### config.mk
export PLATFORM = sky130hd
export DESIGN_NAME = sgm_top
export DESIGN_NICKNAME = d
export VERILOG_FILES = /design/src/sgm_pkg.sv /design/src/sgm_carrier_if.sv /design/src/sgm_carrier_sel.sv /design/src/sgm_sync3.sv /design/src/sgm_top.sv
export VERILOG_INCLUDE_DIRS = /design/src
export SDC_FILE = /design/constraint.sdc
export NUM_CORES = 1
export LEC_CHECK = 0
export BUFFER_PORTS_ARGS = -buffer_cell sky130_fd_sc_hd__buf_2
export CORE_ASPECT_RATIO = 0.6
export CORE_MARGIN = 3
export CORE_UTILIZATION = 35
export CTS_CLUSTER_SIZE = 12
export DETAILED_ROUTE_END_ITERATION = 7
export PLACE_DENSITY_LB_ADDON = 0.3
export SETUP_SLACK_MARGIN = 0.1
export SYNTH_ARGS = -nofsm -noshare
export SYNTH_HDL_FRONTEND = slang
export SYNTH_SLANG_ARGS = --single-unit
### constraint.sdc
create_clock -name clock -period 2.8 [get_ports clock]
set_input_delay 0.14 -clock clock [delete_from_list [all_inputs] [get_ports clock]]
set_output_delay 0.14 -clock clock [all_outputs]
set_load 0.05 [all_outputs]
### src/sgm_defs.svh
/*
 Constants of the signal modulator: register offsets, bit places,
 reset values, write masks and source select codes.
 Assumes it is included by bare name wherever these are needed.
*/
`ifndef SGM_DEFS_SVH
`define SGM_DEFS_SVH
// Register offsets on the 2-bit register port
`define SGM_OFS_CONTROL 2'h0
`define SGM_OFS_SOURCE 2'h1
`define SGM_OFS_CARRIER_HIGH_SIGNAL 2'h2
`define SGM_OFS_CARRIER_LOW_SIGNAL 2'h3
// Control register bit places
`define SGM_CTL_EN 7
`define SGM_CTL_OE 6
`define SGM_CTL_SLEW 5
`define SGM_CTL_OINV 4
`define SGM_CTL_MON 3
`define SGM_CTL_SWBIT 0
// Shared bit 7 (pin block) and carrier bits
`define SGM_PIN_DIS 7
`define SGM_CAR_INV 6
`define SGM_CAR_SYNC 5
// Reset values and writable masks
`define SGM_CTL_RESET 8'h20
`define SGM_CFG_RESET 8'h00
`define SGM_CTL_WMASK 8'hF1
`define SGM_SRC_WMASK 8'h8F
`define SGM_CAR_WMASK 8'hEF
// Modulator source codes
`define SGM_MOD_SW 4'h0
`define SGM_MOD_PIN 4'h1
`define SGM_MOD_PWM 4'h2
`define SGM_MOD_CMP 4'h6
`define SGM_MOD_SPI 4'h8
`define SGM_MOD_UART 4'hA
// Carrier source codes
`define SGM_CAR_GND 4'h0
`define SGM_CAR_PIN1 4'h1
`define SGM_CAR_PIN2 4'h2
`define SGM_CAR_REFCLK 4'h3
`define SGM_CAR_PWM 4'h4
`endif

### src/sgm_pkg.sv
/*
 Types of the signal modulator.
 Assumes sgm_defs.svh holds every numeric constant.
*/
package sgm_pkg;
   // Register port address
   typedef logic [1:0] sgm_addr_t;
   // Byte-wide register
   typedef logic [7:0] sgm_byte_t;
   // Four-bit source select code
   typedef logic [3:0] sgm_code_t;
   // Carrier being mixed at present
   typedef enum logic
   {
      SGM_LOW = 1'b0,
      SGM_HIGH = 1'b1
   } sgm_state_t;
endpackage

### src/sgm_carrier_if.sv
/*
 Carrier path carrier: select, polarity and enable in, carrier out.
 Assumes one owner (the top) and one chooser per instance.
*/
`timescale 1ns/1ps
`default_nettype none
interface sgm_carrier_if;
   import sgm_pkg::*;
   sgm_code_t sel; // Stored select code
   logic invert; // Polarity swap
   logic active; // Modulator enabled
   logic carrier; // Resulting carrier
   // Top side drives configuration
   modport owner (output sel, output invert, output active,
      input carrier);
   // Chooser side returns the carrier
   modport chooser (input sel, input invert, input active,
      output carrier);
endinterface
`default_nettype wire

### src/sgm_carrier_sel.sv
/*
 One carrier chooser: picks a source by code, forces ground while
 the modulator is off, and applies the polarity swap only while it is on.
 Assumes sources arrive already on the clock's domain.
*/
`timescale 1ns/1ps
`default_nettype none
`include "sgm_defs.svh"
module sgm_carrier_sel #(
   parameter bit HAS_PIN_TWO = 1'b1
) (
   // Configuration and result
   sgm_carrier_if.chooser cif,
   // Candidate sources
   input wire logic pin_one,
   input wire logic pin_two,
   input wire logic refclk,
   input wire logic pwm
);
   import sgm_pkg::*;
   logic raw; // Source before polarity
   // Source choice; off means ground with no swap, so no output
   always_comb
   begin
      raw = 1'b0;
      if (cif.active)
      begin
         case (cif.sel)
            `SGM_CAR_PIN1: raw = pin_one; // RQ4
            `SGM_CAR_PIN2: raw = HAS_PIN_TWO ? pin_two : 1'b0; // RQ4
            `SGM_CAR_REFCLK: raw = refclk; // RQ4
            `SGM_CAR_PWM: raw = pwm; // RQ4
            default: raw = 1'b0;
         endcase
      end
      cif.carrier = raw ^ (cif.invert & cif.active); // RQ8 RQ16
   end
endmodule // sgm_carrier_sel
`default_nettype wire

### src/sgm_sync3.sv
/*
 Three-stage synchroniser for pin inputs, one per bit.
 Assumes inputs are asynchronous to clock; output moves once
 the second and third stages agree.
*/
`timescale 1ns/1ps
`default_nettype none
module sgm_sync3 #(
   parameter int W = 1
) (
   // Clock and reset
   input wire logic clock,
   input wire logic rst_n,
   // Pins in, settled values out
   input wire logic [W-1:0] async_in,
   output logic [W-1:0] stable_out
);
   genvar i;
   generate
      for (i = 0; i < W; i++)
      begin : g_bit
         logic s1_reg, s2_reg, s3_reg; // First read only by second
         // Shift chain plus agreement filter
         always_ff @(posedge clock)
         begin
            if (!rst_n)
            begin
               s1_reg <= 1'b0;
               s2_reg <= 1'b0;
               s3_reg <= 1'b0;
               stable_out[i] <= 1'b0;
            end
            else
            begin
               s1_reg <= async_in[i];
               s2_reg <= s1_reg;
               s3_reg <= s2_reg;
               if (s2_reg == s3_reg)
                  stable_out[i] <= s3_reg;
            end
         end
      end
   endgenerate
endmodule // sgm_sync3
`default_nettype wire

### src/sgm_top.sv
/*
 Signal modulator top: four byte registers, source selection,
 carrier synchronisation, mixing and the output pin drive.
 Assumes peripheral signals are on clock; pins are not and are
 synchronised here.
*/
// The register addresses and the plain strobed port were left to the implementer.
// Behaviour
// [RQ1] Modulator source from four-bit code
// [RQ2] High carrier chosen by its own field
// [RQ3] Low carrier chosen by its own field
// [RQ4] Carrier codes map; pin two high only
// [RQ5] Modulator high uses high carrier, else low
// [RQ6] Synced switch waits for carrier to fall
// [RQ7] Separate sync bits, each for leaving
// [RQ8] Invert bits swap carriers before mixing
// [RQ9] Carrier pin-disable blocks peripheral pin
// [RQ10] Source pin-disable blocks peripheral pin
// [RQ11] Software bit picks high or low carrier
// [RQ12] Software selects software bit first
// [RQ13] Output invert bit flips the output
// [RQ14] Slew bit drives slew-limit control
// [RQ15] Enable mixes; clear gives no output
// [RQ16] Disabled forces ground and software bit
// [RQ17] Pin enable gates output onto pin
// [RQ18] Pin held low while pin disabled
// [RQ19] Read-only monitor bit shows output
// [RQ20] Keeps working in sleep unchanged
// [RQ21] Any reset leaves modulator disabled
// [RQ22] Control resets clear except slew set
// [RQ23] Firmware configures before enabling
// [RQ24] Unimplemented bits read zero
// [RQ25] Pending switch released on outgoing fall
`timescale 1ns/1ps
`default_nettype none
`include "sgm_defs.svh"
module sgm_top (
   // Clock and reset
   input wire logic clock,
   input wire logic rst_n,
   // Register port
   input wire sgm_pkg::sgm_addr_t reg_addr,
   input wire sgm_pkg::sgm_byte_t reg_wdata,
   input wire logic reg_wr,
   input wire logic reg_rd,
   output sgm_pkg::sgm_byte_t reg_rdata,
   // Peripheral signals on clock
   input wire logic pwm_out,
   input wire logic comparator_out,
   input wire logic spi_data_out,
   input wire logic uart_tx_out,
   input wire logic reference_clock_output,
   // Asynchronous pins
   input wire logic modulation_input_pin,
   input wire logic carrier_input_pin_one,
   input wire logic carrier_input_pin_two,
   // Output pin controls
   output logic modulated_out_pin,
   output logic output_slew_limit,
   // Peripheral pin blocks
   output logic pwm_pin_block,
   output logic comparator_pin_block,
   output logic spi_pin_block,
   output logic uart_pin_block,
   output logic refclk_pin_block
);
   import sgm_pkg::*;

   // Registers
   sgm_byte_t ctl_reg; // Control
   sgm_byte_t src_reg; // Modulator source
   sgm_byte_t carrier_high_signal_reg; // High carrier
   sgm_byte_t carrier_low_signal_reg; // Low carrier
   sgm_byte_t rdata_next; // Read mux
   // Synchronised pins
   logic [2:0] pins_sync;
   // Mixing path
   logic mod_sig; // Chosen modulator signal
   logic en; // Modulator enable
   logic hi_car, lo_car; // Carriers after polarity
   logic hi_prev_reg, lo_prev_reg; // Carriers one cycle back
   logic hi_fall, lo_fall; // Falling edges
   sgm_state_t cur_state, state_next; // Carrier in use
   logic mix; // Mixed signal
   logic mod_value_reg, mod_value_next; // Modulator output
   // Pin blocks, next values
   logic [4:0] block_next;

   // Carrier path carriers
   sgm_carrier_if hi_if ();
   sgm_carrier_if lo_if ();

   // Decode "this code picks that source, with its block bit"
   function automatic logic picks(input sgm_byte_t r,
      input sgm_code_t code);
      picks = r[`SGM_PIN_DIS] && (r[3:0] == code);
   endfunction

   assign en = ctl_reg[`SGM_CTL_EN];

   // Pins cross into clock through four flops: three stages and the agreement register
   sgm_sync3 #(
      .W(3)
   ) u_sync (
      .clock(clock),
      .rst_n(rst_n),
      .async_in({carrier_input_pin_two, carrier_input_pin_one,
         modulation_input_pin}),
      .stable_out(pins_sync)
   );

   // High carrier takes its code from its own register
   assign hi_if.sel = carrier_high_signal_reg[3:0]; // RQ2
   assign hi_if.invert = carrier_high_signal_reg[`SGM_CAR_INV]; // RQ8
   assign hi_if.active = en; // RQ16
   assign hi_car = hi_if.carrier;
   // Low carrier is independent of the high one
   assign lo_if.sel = carrier_low_signal_reg[3:0]; // RQ3
   assign lo_if.invert = carrier_low_signal_reg[`SGM_CAR_INV]; // RQ8
   assign lo_if.active = en; // RQ16
   assign lo_car = lo_if.carrier;

   // High chooser may reach pin two
   sgm_carrier_sel #(
      .HAS_PIN_TWO(1'b1)
   ) u_hi_sel (
      .cif(hi_if.chooser),
      .pin_one(pins_sync[1]),
      .pin_two(pins_sync[2]),
      .refclk(reference_clock_output),
      .pwm(pwm_out)
   );

   // Low chooser: code for pin two is reserved here
   sgm_carrier_sel #(
      .HAS_PIN_TWO(1'b0)
   ) u_lo_sel (
      .cif(lo_if.chooser),
      .pin_one(pins_sync[1]),
      .pin_two(pins_sync[2]),
      .refclk(reference_clock_output),
      .pwm(pwm_out)
   );

   // Register writes; no clock gating anywhere, so sleep is moot
   always_ff @(posedge clock) // RQ20
   begin
      if (!rst_n)
      begin
         ctl_reg <= `SGM_CTL_RESET; // RQ21 RQ22
         src_reg <= `SGM_CFG_RESET;
         carrier_high_signal_reg <= `SGM_CFG_RESET;
         carrier_low_signal_reg <= `SGM_CFG_RESET;
      end
      else if (reg_wr)
      begin
         // Unwritable bits stay zero through the masks
         if (reg_addr == `SGM_OFS_CONTROL)
            ctl_reg <= reg_wdata & `SGM_CTL_WMASK; // RQ24
         else if (reg_addr == `SGM_OFS_SOURCE)
            src_reg <= reg_wdata & `SGM_SRC_WMASK; // RQ24
         else if (reg_addr == `SGM_OFS_CARRIER_HIGH_SIGNAL)
            carrier_high_signal_reg <= reg_wdata & `SGM_CAR_WMASK;
         else if (reg_addr == `SGM_OFS_CARRIER_LOW_SIGNAL)
            carrier_low_signal_reg <= reg_wdata & `SGM_CAR_WMASK;
      end
   end

   // Read mux; monitor bit shows modulator output, not stored
   always_comb
   begin
      rdata_next = `SGM_CFG_RESET;
      if (reg_addr == `SGM_OFS_CONTROL)
      begin
         rdata_next = ctl_reg;
         rdata_next[`SGM_CTL_MON] = mod_value_reg; // RQ19
      end
      else if (reg_addr == `SGM_OFS_SOURCE)
         rdata_next = src_reg; // RQ24
      else if (reg_addr == `SGM_OFS_CARRIER_HIGH_SIGNAL)
         rdata_next = carrier_high_signal_reg;
      else if (reg_addr == `SGM_OFS_CARRIER_LOW_SIGNAL)
         rdata_next = carrier_low_signal_reg;
   end

   // Read data stand only in the cycle after the strobe
   always_ff @(posedge clock)
   begin
      if (!rst_n)
         reg_rdata <= `SGM_CFG_RESET;
      else if (reg_rd)
         reg_rdata <= rdata_next;
      else
         reg_rdata <= `SGM_CFG_RESET;
   end

   // Modulator source; disabled means software bit only
   always_comb
   begin
      mod_sig = ctl_reg[`SGM_CTL_SWBIT]; // RQ11 RQ16
      if (en)
      begin
         case (src_reg[3:0]) // RQ1
            `SGM_MOD_SW: mod_sig = ctl_reg[`SGM_CTL_SWBIT];
            `SGM_MOD_PIN: mod_sig = pins_sync[0];
            `SGM_MOD_PWM: mod_sig = pwm_out;
            `SGM_MOD_CMP: mod_sig = comparator_out;
            `SGM_MOD_SPI: mod_sig = spi_data_out;
            `SGM_MOD_UART: mod_sig = uart_tx_out;
            default: mod_sig = 1'b0;
         endcase
      end
   end

   // Edge detect on carriers after their polarity swap
   assign hi_fall = hi_prev_reg && !hi_car; // RQ25
   assign lo_fall = lo_prev_reg && !lo_car; // RQ25

   // Remember carriers for the edge detect
   always_ff @(posedge clock)
   begin
      if (!rst_n)
      begin
         hi_prev_reg <= 1'b0;
         lo_prev_reg <= 1'b0;
      end
      else
      begin
         hi_prev_reg <= hi_car;
         lo_prev_reg <= lo_car;
      end
   end

   // Carrier switch: a mismatch is the pending switch; it cancels
   // itself if the modulator returns before the carrier falls
   always_comb
   begin
      state_next = cur_state;
      case (cur_state)
         SGM_HIGH:
         begin
            // Leaving high waits on its own sync bit only
            if (!mod_sig && (!carrier_high_signal_reg[`SGM_CAR_SYNC] || hi_fall))
               state_next = SGM_LOW; // RQ6 RQ7 RQ25
         end
         SGM_LOW:
         begin
            if (mod_sig && (!carrier_low_signal_reg[`SGM_CAR_SYNC] || lo_fall))
               state_next = SGM_HIGH; // RQ6 RQ7 RQ25
         end
         default: state_next = SGM_LOW;
      endcase
   end

   // Carrier state register
   always_ff @(posedge clock)
   begin
      if (!rst_n)
         cur_state <= SGM_LOW;
      else
         cur_state <= state_next;
   end

   // Mix: high carrier while the next carrier state is high, low otherwise
   assign mix = (state_next == SGM_HIGH) ? hi_car : lo_car; // RQ5
   // Off gives no output even with the output swap set
   assign mod_value_next = en && (mix ^ ctl_reg[`SGM_CTL_OINV]); // RQ13 RQ15

   // Output drive; pin low while its enable is clear
   always_ff @(posedge clock)
   begin
      if (!rst_n)
      begin
         mod_value_reg <= 1'b0;
         modulated_out_pin <= 1'b0;
         output_slew_limit <= 1'b1;
      end
      else
      begin
         mod_value_reg <= mod_value_next;
         modulated_out_pin <= ctl_reg[`SGM_CTL_OE] &&
            mod_value_next; // RQ17 RQ18
         output_slew_limit <= ctl_reg[`SGM_CTL_SLEW]; // RQ14
      end
   end

   // Peripheral pin blocks, from modulator and carrier picks
   always_comb
   begin
      block_next[0] = picks(src_reg, `SGM_MOD_PWM) ||
         picks(carrier_high_signal_reg, `SGM_CAR_PWM) ||
         picks(carrier_low_signal_reg, `SGM_CAR_PWM); // RQ9 RQ10
      block_next[1] = picks(src_reg, `SGM_MOD_CMP); // RQ10
      block_next[2] = picks(src_reg, `SGM_MOD_SPI); // RQ10
      block_next[3] = picks(src_reg, `SGM_MOD_UART); // RQ10
      block_next[4] = picks(carrier_high_signal_reg, `SGM_CAR_REFCLK) ||
         picks(carrier_low_signal_reg, `SGM_CAR_REFCLK); // RQ9
   end

   // Register the blocks so every output is a flop
   always_ff @(posedge clock)
   begin
      if (!rst_n)
      begin
         pwm_pin_block <= 1'b0;
         comparator_pin_block <= 1'b0;
         spi_pin_block <= 1'b0;
         uart_pin_block <= 1'b0;
         refclk_pin_block <= 1'b0;
      end
      else
      begin
         pwm_pin_block <= block_next[0];
         comparator_pin_block <= block_next[1];
         spi_pin_block <= block_next[2];
         uart_pin_block <= block_next[3];
         refclk_pin_block <= block_next[4];
      end
   end
endmodule // sgm_top
`default_nettype wire

==> impl_results.html <==
<table>
<tr><th>Metric</th><th>Value</th></tr>
<tr><th colspan="2">Status</th></tr>
<tr><td>Status</td><td>finished clean</td></tr>
<tr><th colspan="2">Timing</th></tr>
<tr><td>Final Setup Violations</td><td>0</td></tr>
<tr><td>Clock period minus worst slack</td><td>2320 ps</td></tr>
<tr><td>Worst hold slack</td><td>46.2 ps</td></tr>
<tr><td>Max Clock Freq</td><td>0.431 GHz</td></tr>
<tr><td>Accumulated negative setup slack</td><td>0 ps</td></tr>
<tr><td>Worst slew margin</td><td>52.0%</td></tr>
<tr><td>Transition time at the pin with the least slew margin</td><td>720 ps</td></tr>
<tr><td>Post-route clock skew</td><td>5.69 ps</td></tr>
<tr><td>Fin. max-slew vios</td><td>0</td></tr>
<tr><td>Unrepaired setup endpoints after global routing</td><td>no</td></tr>
<tr><td>Final hold viol count</td><td>0</td></tr>
<tr><td>Share of the cycle needed by the critical path after routing</td><td>82.9%</td></tr>
<tr><th colspan="2">Synthesis</th></tr>
<tr><td>Seq cells post-synth</td><td>55</td></tr>
<tr><td>Synthesized area per cell</td><td>9.12 sq um</td></tr>
<tr><td>Post-synth EDFFs</td><td>0</td></tr>
<tr><td>Fraction of synthesis flops using an asynchronous set or reset pin</td><td>0%</td></tr>
<tr><td>Post-synthesis net count</td><td>293</td></tr>
<tr><td>Netlist Area Pre-Place</td><td>2440 sq um</td></tr>
<tr><td>Yosys cell types</td><td>47</td></tr>
<tr><td>Proportion of netlist area held by the largest area contributor</td><td>45.2%</td></tr>
<tr><td>Cell accounting for the most synthesized area</td><td>dfxtp_1</td></tr>
<tr><td>Cell types occupying the most area after synthesis</td><td>dfxtp_1 (45%), mux2i_1 (7.8%), nor2b_1 (6.9%)</td></tr>
<tr><td>Gate count of the mapped netlist</td><td>267</td></tr>
<tr><td>Number of warning messages in the yosys log</td><td>0</td></tr>
<tr><td>Fraction of the yosys area taken by sequential cells</td><td>45.2%</td></tr>
<tr><td>Synth Flop Type</td><td>dfxtp_1</td></tr>
<tr><th colspan="2">Setup path</th></tr>
<tr><td>Ordered cell list for the critical path</td><td>or3b_1, o32ai_2, mux2_1, o211a_1, or4b_1, a21boi_1</td></tr>
<tr><td>Type of the worst setup path</td><td>flop to flop</td></tr>
<tr><td>Slowest stage cell on the critical path</td><td>or4b_1</td></tr>
<tr><td>Data arrival time at the worst-slack endpoint</td><td>2550 ps</td></tr>
<tr><td>Data required time of the worst path</td><td>3030 ps</td></tr>
<tr><td>Largest fanout on the critical path</td><td>5</td></tr>
<tr><td>R2r endpoint</td><td>modulated_out_pin</td></tr>
<tr><td>Critical path capture point type</td><td>flop</td></tr>
<tr><td>Startpoint of the most critical setup path</td><td>carrier_low_signal_reg[2]</td></tr>
<tr><td>Cell depth of the worst flop-to-flop path</td><td>6</td></tr>
<tr><td>Kind of start point of the critical path</td><td>flop</td></tr>
<tr><td>Critical Path End</td><td>modulated_out_pin</td></tr>
<tr><td>FF-to-FF Start</td><td>carrier_low_signal_reg[2]</td></tr>
<tr><td>Highest cell delay on the worst timing path</td><td>490 ps</td></tr>
<tr><td>Setup slack of the most critical reg-to-reg path</td><td>480 ps</td></tr>
<tr><th colspan="2">Floorplanning</th></tr>
<tr><td>Die span in y</td><td>70.6 microns</td></tr>
<tr><td>Core outline area</td><td>6410 sq um</td></tr>
<tr><td>Number of top-level pins</td><td>37</td></tr>
<tr><td>Area enclosed by the die boundary</td><td>8030 sq um</td></tr>
<tr><td>Starting density of the core</td><td>38.0%</td></tr>
<tr><td>Site Rows</td><td>22</td></tr>
<tr><td>Die span in x</td><td>114 microns</td></tr>
<tr><th colspan="2">Clock tree</th></tr>
<tr><td>Cell chosen for the clock root</td><td>clkbuf_16</td></tr>
<tr><td>Post-CTS setup-driven buffer insertion count</td><td>0</td></tr>
<tr><td>CTS tree</td><td>built</td></tr>
<tr><td>Number of H-tree levels</td><td>2</td></tr>
<tr><td>Clock sink count</td><td>55</td></tr>
<tr><td>Worst skew pair latency</td><td>300 ps</td></tr>
<tr><td>Max Buffers Root-to-Sink</td><td>2</td></tr>
<tr><td>Quantity of hold-fixing buffers added after cts</td><td>0</td></tr>
<tr><td>Number of clock buffers inserted by TritonCTS</td><td>5</td></tr>
<tr><td>Number of cells upsized or downsized after cts</td><td>0</td></tr>
<tr><td>Clock edge transition at the registers on the reported setup and hold paths</td><td>60 ps</td></tr>
<tr><th colspan="2">Global route</th></tr>
<tr><td>Total global routing overflow</td><td>0</td></tr>
<tr><td>Total routing resource utilization after global routing</td><td>15.1%</td></tr>
<tr><td>Number of global-route vias before repair</td><td>1749</td></tr>
<tr><td>Largest net degree at the start of global routing</td><td>45</td></tr>
<tr><td>Initial antenna violation count</td><td>0</td></tr>
<tr><td>First-pass GRT wire length</td><td>9410 microns</td></tr>
<tr><th colspan="2">Detailed routing</th></tr>
<tr><td>Wirelength per Cell</td><td>15.3 microns</td></tr>
<tr><td>Mean number of vias per cell</td><td>5.08</td></tr>
<tr><td>Starting DRT DRC Count</td><td>129</td></tr>
<tr><td>Total DRC errors in the routed layout</td><td>0</td></tr>
<tr><td>Number of nets with antenna violations after routing</td><td>0</td></tr>
<tr><td>Number of detailed-route iterations in the first pass</td><td>4</td></tr>
<tr><td>Routed wire length</td><td>5860 microns</td></tr>
<tr><td>Detailed-route via count</td><td>1945</td></tr>
<tr><th colspan="2">Layout</th></tr>
<tr><td>Final net count</td><td>324</td></tr>
<tr><td>Flip-flop count of the largest register, all copies and words added</td><td>8</td></tr>
<tr><td>Fraction of layout instances using a drive strength above 1</td><td>17.7%</td></tr>
<tr><td>Sequential cell area</td><td>1100 sq um</td></tr>
<tr><td>Count of fill cells added during filler insertion</td><td>636</td></tr>
<tr><td>Antenna Diode Count</td><td>0</td></tr>
<tr><td>Area added between synthesis and finish</td><td>17.2%</td></tr>
<tr><td>Core utilization of the finished layout</td><td>44.5%</td></tr>
<tr><td>Total area of multi-input combinational cells</td><td>1270 sq um</td></tr>
<tr><th colspan="2">Place</th></tr>
<tr><td>Count of input and output buffers</td><td>36</td></tr>
<tr><td>Post-DP HPWL</td><td>4340 microns</td></tr>
<tr><td>Routability congestion estimate</td><td>0.884</td></tr>
<tr><th colspan="2">Power and ir drop</th></tr>
<tr><td>Power density over the cells</td><td>553 nW/um^2</td></tr>
<tr><td>Comb pwr share</td><td>7.3%</td></tr>
<tr><td>Clk pwr share</td><td>41.2%</td></tr>
<tr><td>Switching power summed over all nets</td><td>351 uW</td></tr>
<tr><td>Cell internal power dissipation</td><td>1.23 mW</td></tr>
<tr><td>Portion of total power attributed to sequential cells</td><td>51.5%</td></tr>
<tr><td>VDD IR max</td><td>0.000251 V</td></tr>
<tr><td>Fraction of power spent switching nets</td><td>22.2%</td></tr>
<tr><td>Leakage power figure</td><td>1.10 nW</td></tr>
<tr><th colspan="2">Job</th></tr>
<tr><td># Max-Cap Violations</td><td>0</td></tr>
<tr><th colspan="2">Min path</th></tr>
<tr><td>Min-Delay Startpoint</td><td>modulation_input_pin</td></tr>
<tr><td>Worst hold stages</td><td>2</td></tr>
<tr><td>Class of the most critical hold timing path</td><td>input port to flop</td></tr>
</table>
[worst min-delay path by stage]
stage / end / slack (ps)
after floorplan: u_sync.g_bit[0].s1_reg / 270
after global placement: u_sync.g_bit[0].s1_reg / 350
after detailed placement: u_sync.g_bit[2].s1_reg / 350
after CTS: u_sync.g_bit[0].s1_reg / 40
after global routing: u_sync.g_bit[1].s1_reg / 50
final: u_sync.g_bit[0].s1_reg / 50
[routing by layer]
layer	track usage, %	part of all wire, %	routed length [microns]
met5	0	0	0
met1	23.1	54	3170
met3	5.98	9.3	546
met4	5.33	0.34	20
met2	18.5	36	2130
[cell families after synthesis]
family	Yosys count	synth area share, %
flops	55	45.2
buf+inv	21	3.34
xor+xnor	1	0.360
compound gates	46	12.8
fa+ha+maj	4	2.05
simple gates	119	27.3
mux	21	8.89
[power groups by stage]
stage / combinational (mW) / sequential, mW / clock [mW]
floorplan: 0.0704 / 0.831 / 0
global placement: 0.114 / 0.830 / 0
detailed placement: 0.114 / 0.832 / 0
CTS: 0.115 / 0.813 / 0.670
global route: 0.126 / 0.816 / 0.704
finish: 0.115 / 0.814 / 0.651
[through the flow]
step                instance area, sq um  instances  setup slack (ps)  power [mW]
floorplan                           2440        267               670       0.901
global placement                    2700        375               602       0.944
detailed placement                  2700        375               507       0.946
CTS                                 2850        383               499        1.60
global route                        2850        383               314        1.65
finish                              2850        383               479        1.58
[synthesized netlist by cell type, types with 3 or more instances]
| library cell | number |
|---|---|
| dfxtp_1 | 55 |
| nand2_1 | 29 |
| nor2b_1 | 27 |
| mux2i_1 | 19 |
| nor2_1 | 17 |
| a21oi_1 | 16 |
| clkbuf_1 | 12 |
| and2_1 | 10 |
| nand3_1 | 7 |
| inv_1 | 6 |
| o21ai_0 | 6 |
| a21boi_0 | 5 |
| a21boi_1 | 4 |
| ha_1 | 4 |
| nand2b_1 | 4 |
| nand3b_1 | 4 |
| nor3_1 | 3 |
| nor4bb_1 | 3 |
[final cells by class]
type	instances	area share, %
multi-input cells	191	44.4
flip-flops and latches	55	38.6
repair buffers	39	7.10
clock buffers	8	5.48
well taps	84	3.68
inverters	6	0.789
[cells in the final DEF (no fill, tap or decap), drive strengths merged, types with 3 or more instances in the layout]
cell    Yosys  routed
o21ai       6       6
and2       10      10
nand2b      4       4
inv         6       6
mux2i      19      19
buf         3      39
nand2      29      29
clkbuf     12       8
nor3        3       3
nand3       7       7
nor2b      27      27
nor4bb      3       3
dfxtp      55      55
a21oi      17      17
a21boi      9       9
ha          4       4
nor2       17      17
nand3b      4       4
[critical path: cells and delay by family, from the launching register on]
kind | cells | cell delay, ps
AO/OA/AOI/OAI | 3 | 610
flip-flops | 1 | 370
multiplexers | 1 | 400
AND/OR/NAND/NOR | 2 | 890
Power figures use the tool's default switching activity.
